## config.mk

```make
export PLATFORM = sky130hd
export DESIGN_NAME = dmut_top
export DESIGN_NICKNAME = d
export VERILOG_FILES = /design/src/dmut_pkg.sv /design/src/dmut_prescale.sv /design/src/dmut_sync.sv /design/src/dmut_top.sv
export VERILOG_INCLUDE_DIRS = /design/src
export SDC_FILE = /design/constraint.sdc
export NUM_CORES = 1
export LEC_CHECK = 0
export ABC_AREA = 1
export BUFFER_PORTS_ARGS = -buffer_cell sky130_fd_sc_hd__buf_2
export CORE_MARGIN = 2
export CORE_UTILIZATION = 35
export DETAILED_ROUTE_END_ITERATION = 8
export PLACE_DENSITY = 0.59
export SETUP_SLACK_MARGIN = 0.2
export SKIP_LAST_GASP = 1
export SYNTH_ARGS = -nofsm -noshare
export SYNTH_HDL_FRONTEND = slang
export SYNTH_HIERARCHICAL = 1
export SYNTH_SLANG_ARGS = --single-unit
export TNS_END_PERCENT = 1
```

## constraint.sdc

```tcl
create_clock -name clk_sys -period 2.3 [get_ports clk_sys]
set_clock_uncertainty 0.1 [all_clocks]
set_input_delay 0.115 -clock clk_sys [delete_from_list [all_inputs] [get_ports clk_sys]]
set_output_delay 0.115 -clock clk_sys [all_outputs]
set_load 0.02 [all_outputs]
```

## src/dmut_map.svh

```systemverilog
// Register indices, field positions, reset values and counts of the dual up timers
`ifndef DMUT_MAP_SVH
`define DMUT_MAP_SVH

// ================================================================
// Register indices (byte address is four times the index)
`define DMUT_IDX_CTRL_STATUS 8'h88
`define DMUT_IDX_MODE_SEL 8'h89
`define DMUT_IDX_FIRST_LOW 8'h8A
`define DMUT_IDX_SECOND_LOW 8'h8B
`define DMUT_IDX_FIRST_HIGH 8'h8C
`define DMUT_IDX_SECOND_HIGH 8'h8D
`define DMUT_IDX_IRQ_ENABLE 8'hA8
`define DMUT_IDX_PRESCALER 8'hE7

// ================================================================
// Field positions
`define DMUT_SECOND_FLAG_BIT 7
`define DMUT_SECOND_RUN_BIT 6
`define DMUT_FIRST_FLAG_BIT 5
`define DMUT_FIRST_RUN_BIT 4
`define DMUT_SECOND_GATE_BIT 7
`define DMUT_SECOND_CSEL_BIT 6
`define DMUT_SECOND_MODE_LSB 4
`define DMUT_FIRST_GATE_BIT 3
`define DMUT_FIRST_CSEL_BIT 2
`define DMUT_FIRST_MODE_LSB 0
`define DMUT_FIRST_PRESC_LSB 4
`define DMUT_SECOND_PRESC_LSB 0
`define DMUT_GLOBAL_IE_BIT 7
`define DMUT_SECOND_IE_BIT 3
`define DMUT_FIRST_IE_BIT 1

// ================================================================
// Mode codes, reset values, counts, bus answers
`define DMUT_MODE_13 2'h0
`define DMUT_MODE_16 2'h1
`define DMUT_MODE_RELOAD 2'h2
`define DMUT_MODE_SPLIT 2'h3
`define DMUT_CNT_RST 8'h00
`define DMUT_CPU_PRESCALE 12
`define DMUT_RESP_OKAY 2'h0
`define DMUT_RESP_SLVERR 2'h2

`endif

```

## src/dmut_pkg.sv

```systemverilog
// Types and shared functions of the dual up timers
package dmut_pkg;
`include "dmut_map.svh"

    // ================================================================
    // Bus handshake phases, Gray coded from DMUT_IDLE through DMUT_RESP; the step back to DMUT_IDLE flips both bits
    typedef enum logic [1:0] {
        DMUT_IDLE = 2'h0,
        DMUT_TAKE = 2'h1,
        DMUT_RESP = 2'h3
    } dmut_bus_type;

    typedef struct packed {
        logic ovf;
        logic [7:0] hi;
        logic [7:0] lo;
    } dmut_count_type;

    typedef struct packed {
        logic tf1;
        logic tr1;
        logic tf0;
        logic tr0;
        logic [7:0] timer_mode_select;
        logic [2:0] presc0;
        logic [2:0] presc1;
        logic [7:0] th0;
        logic [7:0] tl0;
        logic [7:0] th1;
        logic [7:0] tl1;
        logic global_irq_enable;
        logic et1;
        logic et0;
        logic irq0;
        logic irq1;
        dmut_bus_type wst;
        dmut_bus_type rst;
        logic awready;
        logic wready;
        logic bvalid;
        logic [1:0] bresp;
        logic arready;
        logic rvalid;
        logic [1:0] rresp;
        logic [31:0] rdata;
    } dmut_state_type;

    // ================================================================
    // One count step in the given mode; split mode steps the low byte only
    function automatic dmut_count_type dmut_step(input logic [1:0] mode,
                                                 input logic [7:0] hi,
                                                 input logic [7:0] lo);
        dmut_count_type r;
        r.ovf = 1'b0;
        r.hi = hi;
        r.lo = lo;
        unique case (mode)
            `DMUT_MODE_13: begin
                // Upper three low bits stay as they are
                r.lo[4:0] = lo[4:0] + 5'h01;
                if (lo[4:0] == 5'h1F) begin
                    r.hi = hi + 8'h01;
                    r.ovf = (hi == 8'hFF);
                end
            end
            `DMUT_MODE_16: begin
                {r.hi, r.lo} = {hi, lo} + 16'h0001;
                r.ovf = ({hi, lo} == 16'hFFFF);
            end
            `DMUT_MODE_RELOAD: begin
                r.lo = lo + 8'h01;
                if (lo == 8'hFF) begin
                    r.lo = hi;
                    r.ovf = 1'b1;
                end
            end
            `DMUT_MODE_SPLIT: begin
                r.lo = lo + 8'h01;
                r.ovf = (lo == 8'hFF);
            end
        endcase
        return r;
    endfunction : dmut_step

    // Low prescaler bits that must all be ones for a tick: 000 -> 128, 111 -> 1
    function automatic logic [6:0] dmut_presc_mask(input logic [2:0] sel);
        return 7'h7F >> sel;
    endfunction : dmut_presc_mask

endpackage : dmut_pkg

```

## src/dmut_prescale.sv

```systemverilog
// Tick generator: fcpu/12 and the two oscillator prescalers
`timescale 1ns/1ps
`include "dmut_map.svh"
module dmut_prescale import dmut_pkg::*; #(
    parameter int CPU_DIV = 4,
    parameter int OSC_DIV = 1
) (
    // Clock and reset
    input wire logic clk_sys,
    input wire logic sys_rst,
    // Prescaler settings
    input wire logic [2:0] sel_first,
    input wire logic [2:0] sel_second,
    // One-cycle ticks
    output logic cpu12_tick,
    output logic presc_first_tick,
    output logic presc_second_tick
);
    localparam int CW = $clog2((CPU_DIV > OSC_DIV ? CPU_DIV : OSC_DIV) + 1);

    typedef struct packed {
        logic [CW-1:0] cpu_cnt;
        logic [CW-1:0] osc_cnt;
        logic [3:0] div12;
        logic [6:0] presc;
        logic t12;
        logic tp0;
        logic tp1;
    } dmut_pre_state_type;

    dmut_pre_state_type q;
    dmut_pre_state_type d;
    logic cpu_tick;
    logic osc_tick;

    if (CPU_DIV < 1 || OSC_DIV < 1) begin : g_bad_div
        $error("dmut_prescale dividers must be at least one");
    end

    always_comb begin
        d = q;
        cpu_tick = (q.cpu_cnt == CW'(CPU_DIV - 1));
        osc_tick = (q.osc_cnt == CW'(OSC_DIV - 1));
        d.cpu_cnt = cpu_tick ? '0 : q.cpu_cnt + CW'(1);
        d.osc_cnt = osc_tick ? '0 : q.osc_cnt + CW'(1);
        d.t12 = cpu_tick && (q.div12 == 4'(`DMUT_CPU_PRESCALE - 1));
        if (cpu_tick) begin
            d.div12 = d.t12 ? 4'h0 : q.div12 + 4'h1;
        end
        if (osc_tick) begin
            d.presc = q.presc + 7'h01;
        end
        // One free counter serves both prescalers, so they stay in phase
        d.tp0 = osc_tick && ((q.presc & dmut_presc_mask(sel_first))
                             == dmut_presc_mask(sel_first));
        d.tp1 = osc_tick && ((q.presc & dmut_presc_mask(sel_second))
                             == dmut_presc_mask(sel_second));
    end

    always_ff @(posedge clk_sys) begin
        if (sys_rst) begin
            q <= '0;
        end else begin
            q <= d;
        end
    end

    assign cpu12_tick = q.t12;
    assign presc_first_tick = q.tp0;
    assign presc_second_tick = q.tp1;

endmodule : dmut_prescale

```

## src/dmut_sync.sv

```systemverilog
// Three-stage pin synchroniser that accepts a change once stages two and three agree
`timescale 1ns/1ps
module dmut_sync #(
    parameter int W = 2
) (
    // Clock and reset
    input wire logic clk_sys,
    input wire logic sys_rst,
    // Pins and filtered levels
    input wire logic [W-1:0] pin_in,
    output logic [W-1:0] level_out
);
    typedef struct packed {
        logic [W-1:0] s1;
        logic [W-1:0] s2;
        logic [W-1:0] s3;
        logic [W-1:0] lvl;
    } dmut_sync_state_type;

    dmut_sync_state_type q;
    dmut_sync_state_type d;

    if (W < 1) begin : g_bad_width
        $error("dmut_sync needs at least one pin");
    end

    always_comb begin
        d = q;
        d.s1 = pin_in;
        d.s2 = q.s1;
        d.s3 = q.s2;
        // Agreeing stages set the level, a disagreement holds it
        d.lvl = (q.s2 & q.s3) | (q.lvl & (q.s2 | q.s3));
    end

    always_ff @(posedge clk_sys) begin
        if (sys_rst) begin
            q <= '0;
        end else begin
            q <= d;
        end
    end

    assign level_out = q.lvl;

endmodule : dmut_sync

```

## src/dmut_top.sv

```systemverilog
// Dual up-counting timers with an AXI4-Lite register slave
// Operation
// - Second overflow sets control bit seven
// - First overflow sets control bit five
// - Flags clear on service or software zero
// - Global enable bit seven gates all requests
// - First prescaler: 000 /128 down to /1
// - Second prescaler: 000 /128 down to /1
// - Second gate bit gates by pin b
// - First gate bit gates by pin a
// - Second select: fcpu/12 or prescaled oscillator
// - First select: fcpu/12 or prescaled oscillator
// - Second modes: 13, 16, reload; 11 reserved
// - First modes: 13, 16, reload, split
// - High bytes read/write, reset zero
// - Low bytes read/write, reset zero
// - 13-bit wraps 0xFF1F to zero, flags
// - Reload mode copies high byte on wrap
// - Split: high byte on fcpu/12, second run
// - Flag requests only when its enable set
`timescale 1ns/1ps
`include "dmut_map.svh"
module dmut_top import dmut_pkg::*; #(
    parameter int CPU_DIV = 4,
    parameter int OSC_DIV = 1
) (
    // Clock and reset
    input wire logic clk_sys,
    input wire logic sys_rst,
    // External interrupt pins used for gating
    input wire logic ext_int_pin_a,
    input wire logic ext_int_pin_b,
    // Interrupt controller
    input wire logic irq_ack_first,
    input wire logic irq_ack_second,
    output logic irq_first_req,
    output logic irq_second_req,
    // AXI4-Lite write
    input wire logic [9:0] s_axi_awaddr,
    input wire logic s_axi_awvalid,
    output logic s_axi_awready,
    input wire logic [31:0] s_axi_wdata,
    input wire logic [3:0] s_axi_wstrb,
    input wire logic s_axi_wvalid,
    output logic s_axi_wready,
    output logic [1:0] s_axi_bresp,
    output logic s_axi_bvalid,
    input wire logic s_axi_bready,
    // AXI4-Lite read
    input wire logic [9:0] s_axi_araddr,
    input wire logic s_axi_arvalid,
    output logic s_axi_arready,
    output logic [31:0] s_axi_rdata,
    output logic [1:0] s_axi_rresp,
    output logic s_axi_rvalid,
    input wire logic s_axi_rready
);
    // ================================================================
    // Declarations
    dmut_state_type q;
    dmut_state_type d;
    logic [1:0] pin_lvl;
    logic cpu12_tick;
    logic presc0_tick;
    logic presc1_tick;
    logic [1:0] mode0;
    logic [1:0] mode1;
    logic split;
    logic en0;
    logic en0_hi;
    logic en1;
    logic ovf0_ev;
    logic ovf1_ev;
    dmut_count_type s0;
    dmut_count_type s0_hi;
    dmut_count_type s1;
    logic wr_en;
    logic [7:0] wr_idx;
    logic [7:0] wb;
    logic [7:0] rd_idx;
    logic [7:0] rb;
    logic rd_hit;
    logic wr_hit;

    // ================================================================
    // Pin synchroniser and tick generator
    dmut_sync #(
        .W(2)
    ) dmut_sync_inst (
        .clk_sys(clk_sys),
        .sys_rst(sys_rst),
        .pin_in({ext_int_pin_b, ext_int_pin_a}),
        .level_out(pin_lvl)
    );

    dmut_prescale #(
        .CPU_DIV(CPU_DIV),
        .OSC_DIV(OSC_DIV)
    ) dmut_prescale_inst (
        .clk_sys(clk_sys),
        .sys_rst(sys_rst),
        .sel_first(q.presc0),
        .sel_second(q.presc1),
        .cpu12_tick(cpu12_tick),
        .presc_first_tick(presc0_tick),
        .presc_second_tick(presc1_tick)
    );

    // ================================================================
    // Count enables and steps
    always_comb begin
        mode0 = q.timer_mode_select[`DMUT_FIRST_MODE_LSB +: 2];
        mode1 = q.timer_mode_select[`DMUT_SECOND_MODE_LSB +: 2];
        split = (mode0 == `DMUT_MODE_SPLIT);
        en0 = q.tr0
              && (!q.timer_mode_select[`DMUT_FIRST_GATE_BIT] || pin_lvl[0])
              && (q.timer_mode_select[`DMUT_FIRST_CSEL_BIT] ? presc0_tick : cpu12_tick);
        // Reserved code 11 stops the second timer
        en1 = q.tr1 && (mode1 != `DMUT_MODE_SPLIT)
              && (!q.timer_mode_select[`DMUT_SECOND_GATE_BIT] || pin_lvl[1])
              && (q.timer_mode_select[`DMUT_SECOND_CSEL_BIT] ? presc1_tick : cpu12_tick);
        en0_hi = split && q.tr1 && cpu12_tick;
        s0 = dmut_step(mode0, q.th0, q.tl0);
        s0_hi = dmut_step(`DMUT_MODE_SPLIT, 8'h00, q.th0);
        s1 = dmut_step(mode1, q.th1, q.tl1);
        ovf0_ev = en0 && s0.ovf;
        // In split mode the second flag belongs to the first timer's high byte
        ovf1_ev = split ? (en0_hi && s0_hi.ovf) : (en1 && s1.ovf);
    end

    // ================================================================
    // Register read decode
    always_comb begin
        rd_idx = s_axi_araddr[9:2];
        rd_hit = 1'b1;
        rb = 8'h00;
        unique case (rd_idx)
            `DMUT_IDX_CTRL_STATUS: begin
                rb[`DMUT_SECOND_FLAG_BIT] = q.tf1;
                rb[`DMUT_SECOND_RUN_BIT] = q.tr1;
                rb[`DMUT_FIRST_FLAG_BIT] = q.tf0;
                rb[`DMUT_FIRST_RUN_BIT] = q.tr0;
            end
            `DMUT_IDX_MODE_SEL: rb = q.timer_mode_select;
            `DMUT_IDX_FIRST_LOW: rb = q.tl0;
            `DMUT_IDX_SECOND_LOW: rb = q.tl1;
            `DMUT_IDX_FIRST_HIGH: rb = q.th0;
            `DMUT_IDX_SECOND_HIGH: rb = q.th1;
            `DMUT_IDX_IRQ_ENABLE: begin
                rb[`DMUT_GLOBAL_IE_BIT] = q.global_irq_enable;
                rb[`DMUT_SECOND_IE_BIT] = q.et1;
                rb[`DMUT_FIRST_IE_BIT] = q.et0;
            end
            `DMUT_IDX_PRESCALER: begin
                rb[`DMUT_FIRST_PRESC_LSB +: 3] = q.presc0;
                rb[`DMUT_SECOND_PRESC_LSB +: 3] = q.presc1;
            end
            default: rd_hit = 1'b0;
        endcase
    end

    // ================================================================
    // Next state
    always_comb begin
        d = q;
        wr_idx = s_axi_awaddr[9:2];
        wb = s_axi_wdata[7:0];
        wr_hit = 1'b1;
        unique case (wr_idx)
            `DMUT_IDX_CTRL_STATUS, `DMUT_IDX_MODE_SEL, `DMUT_IDX_FIRST_LOW,
            `DMUT_IDX_SECOND_LOW, `DMUT_IDX_FIRST_HIGH, `DMUT_IDX_SECOND_HIGH,
            `DMUT_IDX_IRQ_ENABLE, `DMUT_IDX_PRESCALER: wr_hit = 1'b1;
            default: wr_hit = 1'b0;
        endcase
        // Address and data are both held by the master until taken here
        wr_en = (q.wst == DMUT_TAKE) && s_axi_wstrb[0] && wr_hit;

        // Counting first, so a software write in the same cycle wins
        if (en0) begin
            d.tl0 = s0.lo;
            if (!split) begin
                d.th0 = s0.hi;
            end
        end
        if (en0_hi) begin
            d.th0 = s0_hi.lo;
        end
        if (en1) begin
            d.th1 = s1.hi;
            d.tl1 = s1.lo;
        end

        if (wr_en) begin
            unique case (wr_idx)
                `DMUT_IDX_CTRL_STATUS: begin
                    d.tf1 = wb[`DMUT_SECOND_FLAG_BIT];
                    d.tr1 = wb[`DMUT_SECOND_RUN_BIT];
                    d.tf0 = wb[`DMUT_FIRST_FLAG_BIT];
                    d.tr0 = wb[`DMUT_FIRST_RUN_BIT];
                end
                `DMUT_IDX_MODE_SEL: d.timer_mode_select = wb;
                `DMUT_IDX_FIRST_LOW: d.tl0 = wb;
                `DMUT_IDX_SECOND_LOW: d.tl1 = wb;
                `DMUT_IDX_FIRST_HIGH: d.th0 = wb;
                `DMUT_IDX_SECOND_HIGH: d.th1 = wb;
                `DMUT_IDX_IRQ_ENABLE: begin
                    d.global_irq_enable = wb[`DMUT_GLOBAL_IE_BIT];
                    d.et1 = wb[`DMUT_SECOND_IE_BIT];
                    d.et0 = wb[`DMUT_FIRST_IE_BIT];
                end
                `DMUT_IDX_PRESCALER: begin
                    d.presc0 = wb[`DMUT_FIRST_PRESC_LSB +: 3];
                    d.presc1 = wb[`DMUT_SECOND_PRESC_LSB +: 3];
                end
                default: d.timer_mode_select = q.timer_mode_select;
            endcase
        end

        // Service clears the flag, but an overflow in the same cycle wins
        if (irq_ack_first) begin
            d.tf0 = 1'b0;
        end
        if (irq_ack_second) begin
            d.tf1 = 1'b0;
        end
        if (ovf0_ev) begin
            d.tf0 = 1'b1;
        end
        if (ovf1_ev) begin
            d.tf1 = 1'b1;
        end

        d.irq0 = q.tf0 && q.et0 && q.global_irq_enable;
        d.irq1 = q.tf1 && q.et1 && q.global_irq_enable;

        // Write channel: wait for both, take both, answer
        unique case (q.wst)
            DMUT_IDLE: begin
                if (s_axi_awvalid && s_axi_wvalid) begin
                    d.awready = 1'b1;
                    d.wready = 1'b1;
                    d.wst = DMUT_TAKE;
                end
            end
            DMUT_TAKE: begin
                d.awready = 1'b0;
                d.wready = 1'b0;
                d.bvalid = 1'b1;
                d.bresp = wr_hit ? `DMUT_RESP_OKAY : `DMUT_RESP_SLVERR;
                d.wst = DMUT_RESP;
            end
            DMUT_RESP: begin
                if (s_axi_bready) begin
                    d.bvalid = 1'b0;
                    d.wst = DMUT_IDLE;
                end
            end
            default: d.wst = DMUT_IDLE;
        endcase

        // Read channel
        unique case (q.rst)
            DMUT_IDLE: begin
                if (s_axi_arvalid) begin
                    d.arready = 1'b1;
                    d.rst = DMUT_TAKE;
                end
            end
            DMUT_TAKE: begin
                d.arready = 1'b0;
                d.rvalid = 1'b1;
                d.rdata = {24'h000000, rb};
                d.rresp = rd_hit ? `DMUT_RESP_OKAY : `DMUT_RESP_SLVERR;
                d.rst = DMUT_RESP;
            end
            DMUT_RESP: begin
                if (s_axi_rready) begin
                    d.rvalid = 1'b0;
                    d.rst = DMUT_IDLE;
                end
            end
            default: d.rst = DMUT_IDLE;
        endcase
    end

    // All fields, counters at 0x00 included, reset to zero
    always_ff @(posedge clk_sys) begin
        if (sys_rst) begin
            q <= '0;
        end else begin
            q <= d;
        end
    end

    // ================================================================
    // Outputs
    assign irq_first_req = q.irq0;
    assign irq_second_req = q.irq1;
    assign s_axi_awready = q.awready;
    assign s_axi_wready = q.wready;
    assign s_axi_bvalid = q.bvalid;
    assign s_axi_bresp = q.bresp;
    assign s_axi_arready = q.arready;
    assign s_axi_rvalid = q.rvalid;
    assign s_axi_rresp = q.rresp;
    assign s_axi_rdata = q.rdata;
endmodule : dmut_top

```

==> metrics.md, run 1 <==
| Metric | Value |
|---|---|
| Largest family of logic cells by synthesized area | simple AND/OR/NAND/NOR gates |
| Congestion Overflow GR | 0 |
| Die height | between 100 and 150 µm |
| Avg Cell Area, Syn | 6.16 µm² |
| Hold Fails Final Rpt | 0 |
| P&R area growth vs syn | 12.9% |
| Max-cap violations | 0 |
| Commonest non-fill, non-tap cell in the layout | nand2_1 |
| Crit-path slowest cell | dfxtp_1 |
| VDD IR-drop max | around 340 µV |
| Met2 Usage GRT | about a third |
| Rel. slew slack | around 57% |
| Commonest cells after routing, fill and taps aside | 253 x nand2_1, 162 x nor2_1, 141 x inv_1 |
| Clk_lat worst skew | 0.36 ns |
| Final Net Count | 1242 |
| Post-Synthesis Cells | between 1000 and 1500 |
| # setup viols final | 0 |
| Port-buffer cells | 52 |
| Setup TNS | 0 ns |
| Startpoint types | register |
| Endpoint type of the worst setup path | register |
| Static leakage | 3.45 nW |
| CTS Sinks | roughly 100 |
| Switching pwr | 1.09 mW |
| Core ar. | 18900 µm² |
| CP Cell Sequence | ha_1 -> nand2_1 -> nor2_4 -> nand2_1 -> inv_1 -> o21ai_0 -> o21ai_0 -> nand2_1 -> nand2_1 -> nand2_1 -> nor2_1 -> nor2_1 |
| Synth Flop Type | dfxtp_1 |
| Crit-path max FO | 6 |
| Worst-Margin Slew | around 0.64 ns |
| Mean routed wirelength per cell | about 14 µm |
| Number of synthesized flops with an enable pin | 0 |
| Root Buffer | clkbuf_16 |
| P_int | 2.74 mW |
| DP HPWL | 15.6 mm |
| Max Clock Freq | around 0.49 GHz |
| Share of synthesized cell area in and, or, nand and nor gates | between 30% and 40% |
| Die width | approximately 140 µm |
| Worst EP required | between 2 and 3 ns |
| CP arrival | 2.26 ns |
| Total die area | about 21000 µm² |
| Switch share | between 20% and 30% |
| Vias/cell | approximately 4.9 |
| Mux cell area share after synthesis | 0% |
| Adder-cell share of the synthesized area | between 2 and 2.5% |
| # IOs | 110 |
| Remaining antenna violation count | 0 |
| Critical Setup Path Class | reg2reg |
| Power share of the sequential group | between 40% and 50% |
| Final min period | 2.06 ns |
| Final period utilization | 89.5% |
| Yosys reg bits | 101 |
| Largest net degree at the start of global routing | 28 |
| Post-synthesis sequential area ratio | 29.7% |
| Crit-path most repeated cell | nand2_1 |
| Initial antenna violation count | 0 |
| Fin worst setup slack | around 0.24 ns |
| Async SR Flop Fraction | 0% |
| Mapped cell area | roughly 7000 µm² |
| Starting Density | between 30% and 40% |
| Total global-route track usage | between 20% and 30% |
| Synth unique cells | 46 |
| Max clock buf depth | 2 |
| CTS buffer count | 9 |
| N_diodes | 0 |
| First-pass GRT wire length | ~33 mm |
| Synth Warn # | 6 |
| Hold depth | 3 |
| Row cnt | 50 |
| H-tree level count | 3 |
| Via Count | about 7000 |
| DRC Markers | 0 |
| Global Route met3 Usage | 3.90% |
| CTS tree | yes |
| Compound-Gate Fraction of Synth Area | about 16% |
| Dpl ws | 0.121 ns |
| Slew Viols, Final | 0 |
| Unrepaired setup endpoints after global routing | yes |
| DRT Pass-1 Iters | 4 |
| Post-Synth XOR/XNOR Area | about 1.4% |
| CP max stage delay | approximately 0.35 ns |
| Worst r2r path cells | 12 |
| GR peak layer | met2 |
| M1 GR Usage | around 28% |
| DRT iter0 DRCs | 615 |
| Share of cells above drive strength 1 | about an eighth |
| Pwr Density | around 500 nW/µm² |
| Gp weighted congestion | between 0.9 and 1 |
| Outcome | complete, no violations |
| Vias in the first global route | between 6000 and 7000 |
| Clock network power share | about two fifths |
| Combinational power share | about a tenth |
| Clock-pin slew on the worst setup and hold paths | approximately 0.080 ns |
| Final wirelength | about 21 mm |
| Tightest Hold Check Type | in2reg |
## per-layer routing
layer | vias to the layer above | share of wire [%]
met2 | 219 | 45
met4 | 0 | 2.7
li1 | 3602 | -
met3 | 35 | 5.6
met5 | - | 0
met1 | 3164 | 46
## worst paths after layout
check	startpoint	to	slack, ns
max	q[50]	q[55]	0.24
min reg2reg	dmut_sync_inst/d[5]	dmut_sync_inst/d[3]	0.31
min	s_axi_wdata[6]	q[87]	0.02
max reg2reg	q[50]	q[55]	0.24
## power by group through the flow
| stage | logic, mW | clock network (mW) | registers (mW) |
|---|---|---|---|
| 6_report | 0.397 | 1.58 | 1.85 |
| 4_1_cts | 0.397 | 1.61 | 1.85 |
| 5_1_grt | 0.448 | 1.68 | 1.86 |
| 3_5_place_dp | 0.384 | 0 | 1.89 |
| 2_1_floorplan | 0.286 | 0 | 1.89 |
| 3_3_place_gp | 0.378 | 0 | 1.89 |
## cell families after synthesis
logic type | count (synthesis)
xor gates and xnor gates | 11
other | 1
and+or+nand+nor | 559
adders and majority gates | 13
AOI/OAI and AO/OA | 204
DFF | 101
buffers and inverters | 214
## synthesized netlist by cell type, types with 3 or more instances
library cell	number	area, µm²
nor2_2	8	50.1
nor2_4	5	56.3
nor3b_1	7	52.6
a21oi_1	69	345
dfxtp_1	101	2020
nand2_4	3	33.8
nand2_2	5	31.3
buf_6	3	33.8
nand4_1	14	87.6
o21ai_0	68	340
inv_2	9	33.8
nand3_1	77	385
xor2_1	8	70.1
nand2_1	254	953
clkbuf_1	5	18.8
nor2_1	165	619
xnor2_1	3	26.3
nor4_1	5	31.3
o211ai_1	4	30.0
ha_1	13	163
nor3_1	8	40.0
buf_4	41	308
a211oi_1	5	37.5
clkinv_1	3	11.3
o22ai_1	18	113
inv_1	141	529
buf_2	9	45.0
o21ai_1	28	140
## layout make-up
type	instances	area [µm²]
fillers	2070	11200
multi-input cells	813	3910
flip-flops and latches	101	2020
inverters	154	583
repair buffers	83	528
well taps	260	325
clock buffers	10	239
clock inverters	6	63.8
## worst max-delay path, delay by kind of cell, from the launching register on
family,cells,cell delay [ns]
compound gates,2,0.46
flops,1,0.35
fa+ha+maj,1,0.24
buf+inv,1,0.14
simple gates,8,0.71
## state kept, by name, summed over array words and instances (netlist names)
signal and flops:
dmut_prescale_inst/cpu12_tick 1, dmut_sync_inst/level_out 2, dmut_sync_inst/d 4, dmut_sync_inst/q 2, dmut_prescale_inst/presc_second_tick 1, s_axi_bvalid 1, s_axi_rdata 8, dmut_prescale_inst/presc_first_tick 1
mode1 2, s_axi_rresp 1, irq_second_req 1, s_axi_arready 1, s_axi_awready 1, dmut_prescale_inst/q 17, q 53, irq_first_req 1
s_axi_bresp 1, mode0 2, s_axi_rvalid 1
## stage by stage
stage,cell area (µm²),hold slack [ns],total power [mW],util (%),cells
6_report,7680,0.0158,3.83,40.6,1427
5_1_grt,7680,0.0257,3.99,40.6,1427
4_1_cts,7620,0.0132,3.86,40.3,1424
3_5_place_dp,7220,0.228,2.28,38.2,1399
3_3_place_gp,7220,0.215,2.27,38.2,1399
2_1_floorplan,6890,0.0862,2.18,-,1128
## what timing repair did
item                                    CTS  global route
endpoints found under the hold margin    11             0
hold buffers                              9             0
gates resized for setup                   1            10
pin swaps                                 0             1
endpoints found under the setup margin    7            28
buffers inserted                          0             3
No activity file was read; power rests on OpenSTA's default activity.
==> run 2, diff against run 1 <==
--- a/config.mk
+++ b/config.mk
@@ -7,5 +7,4 @@
 export NUM_CORES = 1
 export LEC_CHECK = 0
-export ABC_AREA = 1
 export BUFFER_PORTS_ARGS = -buffer_cell sky130_fd_sc_hd__buf_2
 export CORE_MARGIN = 2
==> constraint.sdc (replaced) <==
create_clock -name clk_sys -period 2.3 [get_ports clk_sys]
set_clock_uncertainty 0.1 [all_clocks]
set_input_delay 0.69 -clock clk_sys [delete_from_list [all_inputs] [get_ports clk_sys]]
set_output_delay 0.69 -clock clk_sys [all_outputs]
set_load 0.02 [all_outputs]
==> run 2 against run 1 <==
Net effect: sequential power hardly changed; area after synthesis fell by 4.3%; global-route usage shrank 0.50 points; fmax is 0.60% higher; critical endpoint is now q[61]; critical path depth is 3 lower; count of clock-buffer cells in the layout unchanged; core utilization up 1.3 points; final cell count decreased by 24%; sequential share of layout area rose by 0.39 points; highest routed layer unchanged.
==> metrics.md, run 2 <==
| Metric | Value |
|---|---|
| Rel. slew slack | 65.6% |
| Core ar. | roughly 18000 µm² |
| Max-cap violations | 0 |
| Hold Slack | around 0.33 ns |
| Async SR Flop Fraction | 0% |
| Pwr Density | 489 nW/µm² |
| Outcome | complete, no violations |
| Static leakage | a little under 3 nW |
| Critical Setup Path Class | reg2reg |
| Largest net degree at the start of global routing | 44 |
| CP arrival | 2.22 ns |
| Endpoint type of the worst setup path | register |
| DRC Markers | 0 |
| CTS buffer count | 9 |
| Total die area | 19700 µm² |
| Yosys reg bits | a little over 100 |
| Root Buffer | clkbuf_16 |
| Vias in the first global route | roughly 5700 |
| Hold Fails Final Rpt | 0 |
| Commonest cells after routing, fill and taps aside | 95 x dfxtp_1, 71 x nor2_1, 71 x buf_4 |
| Worst EP required | 2.47 ns |
| Congestion Overflow GR | 0 |
| Unrepaired setup endpoints after global routing | yes |
| Startpoint types | register |
| CP max stage delay | around 0.37 ns |
| Largest cells by area after synthesis | dfxtp_1 31%, mux2i_1 4.9%, buf_4 4.8% |
| CTS Sinks | approximately 100 |
| First-pass GRT wire length | around 31 mm |
| Mean routed wirelength per cell | 18.6 µm |
| Die width | about 140 µm |
| Most frequent cell after synthesis | dfxtp_1 |
| Slew Viols, Final | 0 |
| Avg Cell Area, Syn | 8.50 µm² |
| Number of synthesized flops with an enable pin | 0 |
| Clk_lat worst skew | approximately 0.36 ns |
| # IOs | 110 |
| Post-synthesis sequential area ratio | a little under a third |
| Number of flip-flops under the largest register name | 53 |
| Dominant cell type by area after synthesis | dfxtp_1 |
| P&R area growth vs syn | 16.6% |
| Final wirelength | roughly 20 mm |
| Commonest cells post-synth | 101 x dfxtp_1, 71 x nor2_1, 52 x nand2_1 |
| Synth unique cells | 90 |
| CTS tree | yes |
| Setup TNS | 0 ns |
| Row cnt | a little under 50 |
| Crit-path most repeated cell | ha_4 |
| Commonest non-fill, non-tap cell in the layout | dfxtp_1 |
| Share of cells above drive strength 1 | 22.4% |
| Crit-path max FO | 5 |
| Remaining antenna violation count | 0 |
| Max Clock Freq | ~0.49 GHz |
| Starting Density | around 36% |
| H-tree level count | 3 |
| Synth Flop Type | dfxtp_1 |
| Power Total | about 3.7 mW |
| Synth Warn # | 6 |
| Vias/cell | ~5.7 |
| Final Net Count | roughly 900 |
| Gp weighted congestion | 0.944 |
| Final min period | 2.05 ns |
| Fill count | between 1500 and 2000 |
| Max clock buf depth | 2 |
| Tightest Hold Check Type | reg2reg |
| N_diodes | 0 |
| Mapped cell area | roughly 6500 µm² |
| Crit-path slowest cell | dfxtp_2 |
| Post-Synthesis Cells | approximately 770 |
| Worst-Margin Slew | 0.503 ns |
| DRT Pass-1 Iters | 5 |
| # setup viols final | 0 |
| DRT iter0 DRCs | roughly 570 |
| VDD IR-drop max | 360 µV |
| DP HPWL | between 10 and 15 mm |
| Total global-route track usage | between 20 and 25% |
| CP Cell Sequence | ha_4 -> nand3_2 -> inv_4 -> ha_4 -> nor2b_4 -> a31oi_2 -> nor4b_4 -> xnor2_1 -> o31ai_2 |
| Final period utilization | 88.9% |
| Port-buffer cells | 52 |
| Via Count | around 6200 |
| Largest Register | q |
| Clock-pin slew on the worst setup and hold paths | ~0.070 ns |
| Core Util, Final | a little over two fifths |
| Die height | between 100 and 150 µm |
| Initial antenna violation count | 0 |
| Cts hold-fix bufs | 0 |
| Top cell type's share of synthesized area | 31.1% |
==> run 2: cell count changes after synthesis, moves of 23 or more <==
cell and change:
nand2_1 -202, inv_1 -124, nor2_1 -94, nand3_1 -56
o21ai_0 -34, mux2i_1 +32, a21oi_1 -30, o21ai_1 -25
a31oi_1 +23
==> run 2: final cells by class <==
type                    count  area (µm²)  share of cell area [%]
clock inverters             5        43.8                   0.577
inverters                  19        73.8                   0.973
well taps                 229         287                    3.78
clock buffers              10         239                    3.15
repair buffers            127         873                    11.5
multi-input cells         588        4040                    53.3
flip-flops and latches    101        2030                    26.7
==> run 2: kinds of logic (layout without fill, tap and decap cells) <==
kind of cell / count (synthesis) / after routing / synth area share [%]
AOI/OAI and AO/OA: 199 / 199 / 21.2
xor gates and xnor gates: 19 / 19 / 2.56
adders and majority gates: 13 / 13 / 2.50
buffers and inverters: 102 / 161 / 9.69
DFF: 101 / 101 / 31.1
muxes: 44 / 44 / 7.75
other: 1 / 26 / 0.0576
and+or+nand+nor: 287 / 287 / 25.2
==> run 2: final timing paths <==
kind	from	to	slack, ns	cells after the start
min reg2reg	dmut_prescale_inst/q[17]	dmut_prescale_inst/q[17]	0.33	1
max reg2reg	q[51]	q[61]	0.25	9
max	q[51]	q[61]	0.25	9
min	dmut_prescale_inst/q[17]	dmut_prescale_inst/q[17]	0.33	1
==> run 2: metal layers <==
metal | global-route usage (%) | part of all wire, % | vias to the layer above
li1 | - | - | 2967
met1 | 27.6 | 45 | 2922
met2 | 31.3 | 45 | 251
met3 | 3.93 | 6.8 | 45
met4 | 7.97 | 3.2 | 0
met5 | 0 | 0 | -
==> run 2: repair_timing <==
action                                  in CTS  in global routing
endpoints found under the setup margin       8                 19
cloned                                       0                  0
pin swaps                                    1                  5
resized for setup                            4                 18
setup buffers                                0                  4
==> run 2: where the power goes <==
| group | internal (mW) | total (mW) | switching [mW] |
|---|---|---|---|
| clock network | 0.772 | 1.50 | 0.730 |
| registers | 1.79 | 1.82 | 0.0320 |
| logic | 0.135 | 0.384 | 0.248 |
==> run 2: stage by stage <==
stage                     cell area [µm²]  worst slack [ns]  std cells
final                                7590             0.254       1079
after CTS                            7480             0.168       1075
after floorplan                      6610             0.153        791
after global placement               7180           -0.0685       1060
after global routing                 7590             0.166       1079
after detailed placement             7180           -0.0680       1060
==> run 2: worst max-delay path: cells and delay by family, from the launching register on <==
family,cells,cell delay (ns)
flops,1,0.37
xor+xnor,1,0.13
fa+ha+maj,2,0.31
compound gates,2,0.31
simple gates,3,0.64
buf+inv,1,0.10
==> run 3, diff against run 2 <==
Settings changed: PLACE_DENSITY 0.59 to 0.52, SLEW_MARGIN from default to 20.
==> run 3 against run 2 <==
Net effect: final area fell by 2.5%; fmax fell by 0.69%; worst hold slack improved by 0.0017 ns; setup slack worse by 0.014 ns.
==> metrics.md, run 3 (same netlist as run 2, synthesis figures left out) <==
| Metric | Value |
|---|---|
| Outcome | complete, no violations |
| Die width | approximately 140 µm |
| CTS buffer count | 9 |
| P&R area growth vs syn | 13.6% |
| Top delay family on crit path | simple AND/OR/NAND/NOR gates |
| Pwr Density | just under 500 nW/µm² |
| Placed cell area | 7030 µm² |
| Die height | roughly 140 µm |
| Commonest cells after routing, fill and taps aside | 98 x dfxtp_1, 71 x nor2_1, 54 x buf_4 |
| Cell area after layout | 7400 µm² |
| DRC Markers | 0 |
| Cts hold-fix bufs | 0 |
| # IOs | 110 |
| Core Util, Final | 40.9% |
| Commonest non-fill, non-tap cell in the layout | dfxtp_1 |
| Slew Viols, Final | 0 |
| Initial antenna violation count | 0 |
| Final Net Count | about 910 |
| First-pass GRT wire length | roughly 33 mm |
| Remaining antenna violation count | 0 |
| Global Route met3 Usage | 4.65% |
| Combinational power share | roughly a tenth |
| DRT Pass-1 Iters | 5 |
| CTS tree | yes |
| Endpoint type of the worst setup path | register |
| R2R Path Start | q[54] |
| # setup viols final | 0 |
| Final period utilization | about nine tenths |
| Vias in the first global route | just under 6000 |
| CP max stage delay | 0.42 ns |
| Share of cells above drive strength 1 | around a fifth |
| H-tree level count | 3 |
| Largest net degree at the start of global routing | 69 |
| Number of flip-flops under the largest register name | between 50 and 60 |
| Max Clock Freq | about 0.49 GHz |
| Total global-route track usage | 21.3% |
| Crit-path slowest cell | and4b_1 |
| Worst setup startpoint | s_axi_awaddr[7] |
| Mean routed wirelength per cell | 20.0 µm |
| Core ar. | 18100 µm² |
| Crit-path max FO | 7 |
| Clk_lat worst skew | 0.35 ns |
| Gp weighted congestion | 0.918 |
| Bufs and invs on worst path | 1 |
| Vias/cell | just under 6 |
| Max-cap violations | 0 |
| DP HPWL | between 15 and 20 mm |
| Switching pwr | 1.01 mW |
| Switch share | 27.4% |
| Power share of the sequential group | 49.7% |
| CP Cell Sequence | buf_2 -> nor4b_4 -> and2_1 -> and4b_1 -> a21oi_1 -> a211oi_2 |
| P_int | 2.66 mW |
| Clock-pin slew on the worst setup and hold paths | about 0.080 ns |
| Port-buffer cells | 52 |
| Critical Setup Path Class | in2reg |
| Worst EP required | approximately 2.5 ns |
| Final min period | a little over 2 ns |
| CTS Sinks | a little over 100 |
| Startpoint types | input pin |
| Hold Fails Final Rpt | 0 |
| Root Buffer | clkbuf_16 |
| Final wirelength | approximately 21 mm |
| Via Count | 6314 |
| Starting Density | 36.0% |
| N_diodes | 0 |
| CP arrival | 2.23 ns |
| Met2 Usage GRT | around a third |
| VDD IR-drop max | 312 µV |
| Max clock buf depth | 2 |
| Clock network power share | between 40% and 50% |
| Unrepaired setup endpoints after global routing | yes |
| Rel. slew slack | roughly half |
| Worst-Margin Slew | about 0.73 ns |
| Total die area | around 20000 µm² |
| Largest Register | q |
| GR peak layer | met2 |
| Tightest Hold Check Type | reg2reg |
| Static leakage | 2.84 nW |
| DRT iter0 DRCs | between 600 and 700 |
| M1 GR Usage | 27.7% |
| Row cnt | between 40 and 50 |
| Hold Path Origin | dmut_prescale_inst/q[17] |
| Congestion Overflow GR | 0 |
## run 3: cell count changes in the layout (fill, tap and decap cells not counted), sizes merged
cell,previous run,this run
clkinv,3,4
buf,127,109
clkinvlp,0,1
inv,21,20
## run 3: path summary, 6_finish.rpt
| kind | cells past startpoint | slack (ns) | end |
|---|---|---|---|
| worst max-delay path | 6 | 0.24 | q[66] |
| worst min-delay path | 1 | 0.33 | dmut_prescale_inst/q[17] |
| worst max register to register | 4 | 0.25 | q[62] |
| worst min register to register | 1 | 0.33 | dmut_prescale_inst/q[17] |
## run 3: power by group through the flow
stage          combinational, mW  sequential, mW  clock, mW
4_1_cts                    0.376            1.82       1.51
2_1_floorplan              0.273            1.86          0
5_1_grt                    0.410            1.83       1.57
6_report                   0.378            1.82       1.47
3_3_place_gp               0.366            1.86          0
3_5_place_dp               0.375            1.86          0
## run 3: worst reg2reg max path, stage by stage (launching register included)
cell       delay [ns]
dfxtp_1          0.61
and4_1           0.39
nand2_1          0.18
a2111oi_0        0.52
o311a_1          0.20
## run 3: per-layer routing
layer  wire (µm)  vias up
met1        9290     3094
met3        1410       44
li1            -     2930
met4         564        0
met2       10000      246
met5           0        -
## run 3: what timing repair did
item	CTS	global route
gates resized for setup	1	12
setup buffers	0	4
gates cloned	0	0
endpoints found under the setup margin	3	19
pin swaps	1	6
## run 3: area by class of cell
cell class | instances | area, µm²
clock buffers | 10 | 229
clock inverters | 6 | 47.5
fillers | 1837 | 10700
inverters | 19 | 71.3
multi-input cells | 588 | 4010
flip-flops and latches | 101 | 2030
well taps | 229 | 287
repair buffers | 109 | 726
## run 3: metrics by stage
step	hold WS (ns)	cells	total power, mW	TNS (ns)	setup slack, ns
after floorplan	0.304	791	2.14	0	0.153
after global placement	0.312	1042	2.23	0	0.00717
after detailed placement	0.321	1042	2.24	-0.0983	-0.0403
after CTS	0.335	1058	3.70	0	0.223
after global routing	0.350	1062	3.81	0	0.128
final	0.333	1062	3.67	0	0.240
